$ cat src/hw/tcp_pkg.sv
// Function
// - pwm8: counter counts source ticks; match with duty toggles flip-flop, no clear
// - pwm8: overflow toggles flip-flop again, clears counter, raises period irq
// - initial-level bit presets flip-flop; reset forces flip-flop to 0
// - pwm pin always drives inverse of flip-flop level
// - duty written while running waits in shadow until next period irq
// - duty written while stopped becomes active compare immediately
// - duty read during pwm returns active stage, old value until period irq
// - stopping the timer holds the pwm pin at its level
// - run bit is control bit 3; clearing it stops the counter, except the lower control's run bit in 16-bit mode
// - initial-level bit is control bit 7; clearing it while stopped drives pin high
// - 16-bit mode cascades both counters, counting lower counter's source tick
// - 16-bit timer counts only after upper control run bit is set
// - 16-bit count match raises upper irq, clears counter, continues from zero
// - timer compare is unbuffered, takes effect at once; software avoids running change
package tcp_pkg;

  // ==========================================
  // register map
  localparam logic [3:0] ADDR_LOWER_CTRL = 4'h0;
  localparam logic [3:0] ADDR_UPPER_CTRL = 4'h1;
  localparam logic [3:0] ADDR_CMP_LOW = 4'h2;
  localparam logic [3:0] ADDR_CMP_HIGH = 4'h3;
  localparam logic [3:0] ADDR_DUTY_LOWER = 4'h4;
  localparam logic [3:0] ADDR_DUTY_UPPER = 4'h5;
  localparam logic [3:0] ADDR_COUNT_LOW = 4'h6;
  localparam logic [3:0] ADDR_COUNT_HIGH = 4'h7;
  localparam logic [3:0] ADDR_CONFIG = 4'h8;
  localparam logic [3:0] ADDR_STATUS = 4'h9;

  // ==========================================
  // field positions and encodings
  localparam int CTRL_FFINIT_BIT = 7;
  localparam int CTRL_RUN_BIT = 3;
  localparam int CFG_DIVTAP_BIT = 0;
  localparam int CFG_SLOW_BIT = 1;
  localparam logic [2:0] MODE_PWM8 = 3'h3;
  localparam logic [2:0] MODE_TIMER16 = 3'h4;
  localparam logic [2:0] SEL_SLOWEST = 3'h0;
  localparam logic [2:0] SEL_HS_128 = 3'h1;
  localparam logic [2:0] SEL_HS_32 = 3'h2;
  localparam logic [2:0] SEL_HS_8 = 3'h3;
  localparam logic [2:0] SEL_LS = 3'h4;
  localparam logic [2:0] SEL_HS_2 = 3'h5;
  localparam logic [2:0] SEL_HS = 3'h6;

  // ==========================================
  // prescaler and widths
  localparam int DIV_W = 11;
  localparam logic [10:0] DIV_MASK_2048 = 11'h7FF;
  localparam logic [10:0] DIV_MASK_128 = 11'h07F;
  localparam logic [10:0] DIV_MASK_32 = 11'h01F;
  localparam logic [10:0] DIV_MASK_8 = 11'h007;
  localparam logic [10:0] DIV_MASK_2 = 11'h001;
  localparam logic [2:0] LS_DIV_LAST = 3'h7;
  localparam logic [7:0] COUNT_MAX = 8'hFF;

  // ==========================================
  // reset values
  localparam logic [7:0] CTRL_RESET = 8'h00;
  localparam logic [7:0] CMP_RESET = 8'h00;
  localparam logic [7:0] DUTY_RESET = 8'h00;

  // ==========================================
  // carriers
  typedef struct packed {
    logic flipflop_initial_level;
    logic [2:0] clk_sel;
    logic run;
    logic [2:0] mode;
  } tcp_ctrl_s;

  typedef struct packed {
    logic wr;
    logic rd;
    logic [3:0] addr;
    logic [7:0] wdata;
  } tcp_bus_s;

  typedef struct packed {
    logic pwm_en;
    logic run;
    logic tick;
    logic casc_inc;
    logic casc_clr;
    logic duty_wr;
    logic ff_wr;
    logic ff_val;
    logic [7:0] wdata;
  } tcp_chan_cmd_s;

  typedef struct packed {
    logic [7:0] count;
    logic [7:0] duty;
    logic output_flipflop;
    logic pwm_out_pin;
    logic period;
  } tcp_chan_stat_s;

endpackage : tcp_pkg

$ cat src/hw/tcp_pair.sv
// Chosen here: the address-and-strobe port and the placing of the registers.
module tcp_pair
  import tcp_pkg::*;
(
  // clock and reset
  input wire logic sys_clk_i,
  input wire logic reset_n_i,
  // register port
  input tcp_bus_s bus_i,
  output logic [7:0] rdata_o,
  // low-speed clock pin
  input wire logic low_speed_clock_i,
  // pwm pins
  output logic pwm_out_pin_lower_o,
  output logic pwm_out_pin_upper_o,
  // interrupt requests, one-cycle pulses
  output logic counter_period_irq_o,
  output logic upper_counter_irq_o
);

  typedef struct packed {
    logic [DIV_W-1:0] div;
    logic ls_meta;
    logic ls_sync;
    logic ls_prev;
    logic [2:0] ls_div;
    tcp_ctrl_s lower_counter_control;
    tcp_ctrl_s upper_counter_control;
    logic [7:0] interval_compare_low;
    logic [7:0] interval_compare_high;
    logic divider_tap_select;
    logic slow_mode;
    logic [7:0] rdata;
    logic counter_period_irq;
    logic upper_counter_irq;
  } tcp_top_s;

  localparam tcp_top_s TOP_RESET = '{
    div: '0, ls_meta: 1'b0, ls_sync: 1'b0, ls_prev: 1'b0, ls_div: 3'h0,
    lower_counter_control: CTRL_RESET, upper_counter_control: CTRL_RESET,
    interval_compare_low: CMP_RESET, interval_compare_high: CMP_RESET,
    divider_tap_select: 1'b0, slow_mode: 1'b0, rdata: 8'h00,
    counter_period_irq: 1'b0, upper_counter_irq: 1'b0};

  // ==========================================
  // reset release
  logic [1:0] rst_pipe_reg;
  logic rst_n;

  always_ff @(posedge sys_clk_i or negedge reset_n_i) begin
    if (!reset_n_i) begin
      rst_pipe_reg <= 2'h0;
    end else begin
      rst_pipe_reg <= {rst_pipe_reg[0], 1'b1};
    end
  end

  assign rst_n = rst_pipe_reg[1];

  tcp_top_s state_reg;
  tcp_top_s state_next;
  tcp_chan_cmd_s lower_cmd;
  tcp_chan_cmd_s upper_cmd;
  tcp_chan_stat_s lower_stat;
  tcp_chan_stat_s upper_stat;

  // ==========================================
  // prescaler taps
  logic ls_tick;
  logic ls8_tick;

  always_comb begin
    ls_tick = state_reg.ls_sync && !state_reg.ls_prev;
    ls8_tick = ls_tick && (state_reg.ls_div == LS_DIV_LAST);
  end

  function automatic logic tap(input logic [2:0] sel, input logic [DIV_W-1:0] div,
                               input logic dv7, input logic slow, input logic ls,
                               input logic ls8);
    logic t;
    t = 1'b0;
    // system-derived taps are dead in slow mode
    unique case (sel)
      SEL_SLOWEST: t = (dv7 || slow) ? ls8 : ((div & DIV_MASK_2048) == DIV_MASK_2048);
      SEL_HS_128: t = !slow && ((div & DIV_MASK_128) == DIV_MASK_128);
      SEL_HS_32: t = !slow && ((div & DIV_MASK_32) == DIV_MASK_32);
      SEL_HS_8: t = !slow && ((div & DIV_MASK_8) == DIV_MASK_8);
      SEL_LS: t = ls;
      SEL_HS_2: t = !slow && ((div & DIV_MASK_2) == DIV_MASK_2);
      SEL_HS: t = !slow;
      default: t = 1'b0;
    endcase
    return t;
  endfunction

  logic tick_lower;
  logic tick_upper;

  always_comb begin
    tick_lower = tap(state_reg.lower_counter_control.clk_sel, state_reg.div,
                     state_reg.divider_tap_select, state_reg.slow_mode,
                     ls_tick, ls8_tick);
    tick_upper = tap(state_reg.upper_counter_control.clk_sel, state_reg.div,
                     state_reg.divider_tap_select, state_reg.slow_mode,
                     ls_tick, ls8_tick);
  end

  // ==========================================
  // cascade
  logic cascade;
  logic casc_tick;
  logic [15:0] count16_next;
  logic casc_match;
  logic casc_run;

  always_comb begin
    cascade = (state_reg.lower_counter_control.mode == MODE_TIMER16);
    casc_run = state_reg.upper_counter_control.run;
    casc_tick = cascade && state_reg.upper_counter_control.run && tick_lower;
    count16_next = {upper_stat.count, lower_stat.count} + 16'h0001;
    casc_match = casc_tick && (count16_next ==
      {state_reg.interval_compare_high, state_reg.interval_compare_low});
  end

  // ==========================================
  // bus decode
  logic wr_lower_ctrl;
  logic wr_upper_ctrl;

  always_comb begin
    wr_lower_ctrl = bus_i.wr && (bus_i.addr == ADDR_LOWER_CTRL);
    wr_upper_ctrl = bus_i.wr && (bus_i.addr == ADDR_UPPER_CTRL);
  end

  // ==========================================
  // channel commands
  always_comb begin
    lower_cmd.pwm_en = (state_reg.lower_counter_control.mode == MODE_PWM8);
    lower_cmd.run = state_reg.lower_counter_control.run;
    lower_cmd.tick = tick_lower;
    lower_cmd.casc_inc = casc_tick;
    // a stopped counter restarts from zero, so a restart keeps the preset polarity
    lower_cmd.casc_clr = casc_match ||
      (cascade ? !casc_run : !(lower_cmd.pwm_en && lower_cmd.run));
    lower_cmd.duty_wr = bus_i.wr && (bus_i.addr == ADDR_DUTY_LOWER);
    // preset taken only from a write landing on a stopped channel
    lower_cmd.ff_wr = wr_lower_ctrl && !state_reg.lower_counter_control.run;
    lower_cmd.ff_val = bus_i.wdata[CTRL_FFINIT_BIT];
    lower_cmd.wdata = bus_i.wdata;

    upper_cmd.pwm_en = !cascade && (state_reg.upper_counter_control.mode == MODE_PWM8);
    upper_cmd.run = state_reg.upper_counter_control.run;
    upper_cmd.tick = tick_upper;
    upper_cmd.casc_inc = casc_tick && (lower_stat.count == COUNT_MAX);
    upper_cmd.casc_clr = casc_match ||
      (cascade ? !casc_run : !(upper_cmd.pwm_en && upper_cmd.run));
    upper_cmd.duty_wr = bus_i.wr && (bus_i.addr == ADDR_DUTY_UPPER);
    upper_cmd.ff_wr = wr_upper_ctrl && !state_reg.upper_counter_control.run;
    upper_cmd.ff_val = bus_i.wdata[CTRL_FFINIT_BIT];
    upper_cmd.wdata = bus_i.wdata;
  end

  tcp_chan u_lower (
    .clk_i(sys_clk_i),
    .rst_n_i(rst_n),
    .cmd_i(lower_cmd),
    .stat_o(lower_stat)
  );

  tcp_chan u_upper (
    .clk_i(sys_clk_i),
    .rst_n_i(rst_n),
    .cmd_i(upper_cmd),
    .stat_o(upper_stat)
  );

  // ==========================================
  // next state
  always_comb begin
    state_next = state_reg;
    state_next.div = state_reg.div + 11'h001;
    state_next.ls_meta = low_speed_clock_i;
    state_next.ls_sync = state_reg.ls_meta;
    state_next.ls_prev = state_reg.ls_sync;
    if (ls_tick) begin
      state_next.ls_div = state_reg.ls_div + 3'h1;
    end
    if (bus_i.wr) begin
      unique case (bus_i.addr)
        ADDR_LOWER_CTRL: state_next.lower_counter_control = bus_i.wdata;
        ADDR_UPPER_CTRL: state_next.upper_counter_control = bus_i.wdata;
        ADDR_CMP_LOW: state_next.interval_compare_low = bus_i.wdata;
        ADDR_CMP_HIGH: state_next.interval_compare_high = bus_i.wdata;
        ADDR_CONFIG: begin
          state_next.divider_tap_select = bus_i.wdata[CFG_DIVTAP_BIT];
          state_next.slow_mode = bus_i.wdata[CFG_SLOW_BIT];
        end
        default: state_next.rdata = state_reg.rdata;
      endcase
    end
    state_next.rdata = 8'h00;
    if (bus_i.rd) begin
      unique case (bus_i.addr)
        ADDR_LOWER_CTRL: state_next.rdata = state_reg.lower_counter_control;
        ADDR_UPPER_CTRL: state_next.rdata = state_reg.upper_counter_control;
        ADDR_CMP_LOW: state_next.rdata = state_reg.interval_compare_low;
        ADDR_CMP_HIGH: state_next.rdata = state_reg.interval_compare_high;
        ADDR_DUTY_LOWER: state_next.rdata = lower_stat.duty;
        ADDR_DUTY_UPPER: state_next.rdata = upper_stat.duty;
        ADDR_COUNT_LOW: state_next.rdata = lower_stat.count;
        ADDR_COUNT_HIGH: state_next.rdata = upper_stat.count;
        ADDR_CONFIG: state_next.rdata = {6'h00, state_reg.slow_mode,
                                         state_reg.divider_tap_select};
        ADDR_STATUS: state_next.rdata = {6'h00, upper_stat.output_flipflop,
                                         lower_stat.output_flipflop};
        default: state_next.rdata = 8'h00;
      endcase
    end
    state_next.counter_period_irq = lower_stat.period;
    state_next.upper_counter_irq = upper_stat.period || casc_match;
  end

  always_ff @(posedge sys_clk_i or negedge rst_n) begin
    if (!rst_n) begin
      state_reg <= TOP_RESET;
    end else begin
      state_reg <= state_next;
    end
  end

  // ==========================================
  // outputs
  always_comb begin
    rdata_o = state_reg.rdata;
    pwm_out_pin_lower_o = lower_stat.pwm_out_pin;
    pwm_out_pin_upper_o = upper_stat.pwm_out_pin;
    counter_period_irq_o = state_reg.counter_period_irq;
    upper_counter_irq_o = state_reg.upper_counter_irq;
  end

endmodule // tcp_pair

$ cat src/hw/tcp_chan.sv
module tcp_chan
  import tcp_pkg::*;
(
  // clock and reset
  input wire logic clk_i,
  input wire logic rst_n_i,
  // command from the pair
  input tcp_chan_cmd_s cmd_i,
  // state towards the pair
  output tcp_chan_stat_s stat_o
);

  typedef struct packed {
    logic [7:0] cnt;
    logic [7:0] shadow;
    logic [7:0] active;
    logic ff;
    logic pin;
    logic period;
  } tcp_chan_state_s;

  localparam tcp_chan_state_s CHAN_RESET = '{
    cnt: 8'h00, shadow: DUTY_RESET, active: DUTY_RESET,
    ff: 1'b0, pin: 1'b1, period: 1'b0};

  tcp_chan_state_s state_reg;
  tcp_chan_state_s state_next;

  // ==========================================
  // next state
  always_comb begin
    state_next = state_reg;
    state_next.period = 1'b0;
    if (cmd_i.pwm_en && cmd_i.run && cmd_i.tick) begin
      if (state_reg.cnt == COUNT_MAX) begin
        state_next.cnt = 8'h00;
        state_next.ff = ~state_reg.ff;
        state_next.period = 1'b1;
        state_next.active = state_reg.shadow;
      end else begin
        state_next.cnt = state_reg.cnt + 8'h01;
        if (state_next.cnt == state_reg.active) begin
          state_next.ff = ~state_reg.ff;
        end
      end
    end else if (cmd_i.casc_clr) begin
      state_next.cnt = 8'h00;
    end else if (cmd_i.casc_inc) begin
      state_next.cnt = state_reg.cnt + 8'h01;
    end
    // preset only arrives while stopped, so the pin otherwise holds
    if (cmd_i.ff_wr) begin
      state_next.ff = cmd_i.ff_val;
    end
    if (cmd_i.duty_wr) begin
      state_next.shadow = cmd_i.wdata;
      if (!(cmd_i.pwm_en && cmd_i.run)) begin
        state_next.active = cmd_i.wdata;
      end
    end
    state_next.pin = ~state_next.ff;
  end

  always_ff @(posedge clk_i or negedge rst_n_i) begin
    if (!rst_n_i) begin
      state_reg <= CHAN_RESET;
    end else begin
      state_reg <= state_next;
    end
  end

  // ==========================================
  // status
  always_comb begin
    stat_o.count = state_reg.cnt;
    stat_o.duty = state_reg.active;
    stat_o.output_flipflop = state_reg.ff;
    stat_o.pwm_out_pin = state_reg.pin;
    stat_o.period = state_reg.period;
  end

endmodule // tcp_chan

$ cat config.mk
export PLATFORM = sky130hd
export DESIGN_NAME = tcp_pair
export DESIGN_NICKNAME = d
export VERILOG_FILES = /design/src/hw/tcp_pkg.sv /design/src/hw/tcp_pair.sv /design/src/hw/tcp_chan.sv
export SDC_FILE = /design/constraint.sdc
export NUM_CORES = 1
export LEC_CHECK = 0
export BUFFER_PORTS_ARGS = -buffer_cell sky130_fd_sc_hd__buf_2
export CORE_ASPECT_RATIO = 1.5
export CORE_MARGIN = 5
export CORE_UTILIZATION = 50
export CTS_BUF_LIST = sky130_fd_sc_hd__clkbuf_2
export CTS_CLUSTER_SIZE = 24
export DETAILED_ROUTE_END_ITERATION = 6
export GPL_ROUTABILITY_DRIVEN = 0
export PLACE_DENSITY = 0.69
export RECOVER_POWER = 50
export SLEW_MARGIN = 15
export SYNTH_ARGS = -nofsm -noshare
export SYNTH_HDL_FRONTEND = slang
export SYNTH_SLANG_ARGS = --single-unit
$ cat constraint.sdc
create_clock -name sys_clk_i -period 3.2 [get_ports sys_clk_i]
set_input_delay 0.16 -clock sys_clk_i [delete_from_list [all_inputs] [get_ports sys_clk_i]]
set_output_delay 0.16 -clock sys_clk_i [all_outputs]
set_load 0.005 [all_outputs]
==> metrics.md <==
| Metric | Value |
|---|---|
| Worst hold endpoint | state_next[48] |
| WP data arrival | 3.55 ns |
| Min Hold Slack | 0.09659 ns |
| EDFF count, synth | 0 |
| Die width | 104.9 µm |
| Mean routed wirelength per cell | 20.84 µm |
| Top_reg_cell synth | dfrtp_1 |
| Worst skew pair latency | 0.70 ns |
| Post-Syn Area | 6760 µm² |
| Post-DP HPWL | 13.24 mm |
| GR Util met1 | 0.2596 |
| Number of gates resized after cts | 0 |
| Die outline height | 152.4 µm |
| Syn. warnings | 0 |
| Reg clk slew, reported paths | 0.20 ns |
| First-pass GRT wire length | 28.73 mm |
| Failing checks | capacitance limit, slew limit |
| Placed inst area | 6970 µm² |
| Cell Rows | 52 |
| Synth top area share | 0.4257 |
| Setup CP Type | reg -> reg |
| Static leakage | 3.023 nW |
| DP Cell Count | 791 |
| Reg-to-Reg Start | u_upper.stat_o[12] |
| I/O pins | 29 |
| Post-CTS setup buffers | 0 |
| Reg2reg end | u_upper.stat_o[1] |
| Drt pass-1 iters | 5 |
| Drt via density | 6.256 |
| Total grt overflow | 0 |
| GRT met3 Usage | 0.04621 |
| H-tree lvl count | 4 |
| Non-Filler Instances | 841 |
| Worst R2R Path Depth | 8 |
| Endpoint type of the worst setup path | register |
| Inserted Clock Buffers | 17 |
| Root Driver | clkbuf_2 |
| Count leader, synth | dfrtp_1 |
| Reg2reg setup slack | 0.25 ns |
| Max Slew Vio Count | 52 |
| Largest fanout on the critical path | 10 |
| Hold Fails Final Rpt | 0 |
| Syn Area/Cell | 10.70 µm² |
| Setup TNS Final | 0 ns |
| Hold Crit Class | in -> reg |
| Hold Crit Start | low_speed_clock_i |
| Initial Util | 0.5044 |
| Worst slew margin | -0.3209 |
| Power density over cell area | 512.0 nW/µm² |
| Clock buffer depth | 2 |
| Core footprint | 13400 µm² |
| CTS tree | yes |
| RSZ-0062 raised after global routing | no |
| Commonest cells in the netlist | dfrtp_1, mux2_2, nand2_1 |
| Status | finished, violations left |
| Crit start category | register |
| Final core utilization | 0.5498 |
| Number of global-route vias before repair | 5347 |
| Synth cell types | 71 |
| Hold depth | 2 |
| Cts hold-fix bufs | 17 |
| Max Freq | 0.3387 GHz |
| Met2 usage | 0.3787 |
| Fin crit share | 0.9225 |
| CP required | 3.80 ns |
| Synth area leader | dfrtp_1 |
| Setup-failing EPs final | 0 |
| Largest net degree at the start of global routing | 52 |
| Top Usage Layer GRT | met2 |
| Max cap viols | 1 |
| Area growth syn-to-layout | 8.995% |
| Minimum clock period | 2.952 ns |
| Fraction of registers with async set/reset | 1.000 |
| Sequential share of the synthesized area | 0.4335 |
| Port Buffers | 28 |
| Fin nets | 689 |
| Antenna violations before repair | 1 |
| Initial drt markers | 423 |
| Share of cells above drive strength 1 | 0.2301 |
| Least-Margin Pin Slew | 1.981 ns |
| Peak supply drop | 0.0003777 V |
| DRC | 0 |
| Post-synthesis register bit count | 117 |
| Post-Syn Instances | 632 |
| Via count | 5261 |
| Die footprint | 15990 µm² |
| Tot GR Track Use | 0.2264 |
| Max FFs per register | 47 |
| # clock sinks | 117 |
| Clk_skew | 0.03468 ns |
| Top post-synthesis cells by area | dfrtp_1, mux2_2, mux2i_1 |
| Post-route ant nets | 0 |
| Final wirelength | 17.53 mm |
| Fin area | 7368 µm² |
| Synthesized Nets | 656 |
[power breakdown]
| group | leakage, nW | internal [mW] | switching (mW) | total (mW) |
|---|---|---|---|---|
| sequential | 1.47 | 1.71 | 0.282 | 1.99 |
| combinational | 1.41 | 0.415 | 0.380 | 0.795 |
| clock | 0.145 | 0.369 | 0.616 | 0.984 |
[how the worst max path moves through the flow]
stage / from / end
after detailed placement: u_upper.stat_o[12] / u_upper.stat_o[1]
after floorplan: state_reg[50] / u_upper.stat_o[17]
after global routing: state_reg[50] / u_upper.stat_o[18]
final: u_upper.stat_o[12] / u_upper.stat_o[1]
after global placement: u_upper.stat_o[12] / u_upper.stat_o[1]
after CTS: u_upper.stat_o[12] / u_upper.stat_o[1]
[cell usage in the layout, fill, tap and decap left out, types with 10 or more instances in the layout]
cell	synthesis	final
nor2_1	24	24
xnor2_1	31	31
dlygate4sd3_1	0	17
buf_2	19	27
a21oi_1	14	14
nand3_1	19	19
mux2_2	58	58
xor2_1	17	17
clkbuf_2	0	21
dfrtp_1	115	115
inv_1	10	10
mux2i_1	30	30
a31oi_1	10	10
buf_4	11	10
nand2_1	51	51
nor2b_1	18	18
nor3_1	13	13
o21ai_0	31	31
[per-layer routing]
| layer | wire length [µm] | share of wire |
|---|---|---|
| met5 | 0 | 0 |
| met1 | 6402 | 0.37 |
| met3 | 943 | 0.054 |
| met2 | 8987 | 0.51 |
| met4 | 1191 | 0.068 |
[cells by family after synthesis]
group | after synthesis | synth area share
xor+xnor | 49 | 0.06552
mux | 94 | 0.1610
other cells | 1 | 0.0005547
compound gates | 113 | 0.1173
simple gates | 196 | 0.1679
fa+ha+maj | 7 | 0.01296
flops | 117 | 0.4335
buf+inv | 55 | 0.04127
[final cells by class]
type,instances,area [µm²]
Tap cell,162,202.7
Antenna cell,1,2.502
Sequential cell,117,2930
Inverter,10,37.54
Fill cell,1181,6035
Timing Repair Buffer,59,402.9
Multi-Input combinational cell,460,3551
Clock buffer,18,90.09
Clock inverter,14,151.4
[worst max-delay path: stages (launching register included)]
cell and delay (ns):
dfrtp_1 0.64, ha_1 0.34, nand3_1 0.21, xnor2_1 0.21, nor4_1 0.35, a41oi_1 0.18, a31oi_1 0.21, mux2_2 0.37
a211oi_1 0.34
[stage by stage]
stage / setup slack [ns] / total power [mW]
floorplan: 0.8407 / 2.519
global placement: 0.3952 / 2.758
detailed placement: 0.3101 / 2.798
CTS: 0.2536 / 3.790
global route: 0.04539 / 3.985
finish: 0.2479 / 3.773
Power figures use the tool's default switching activity.
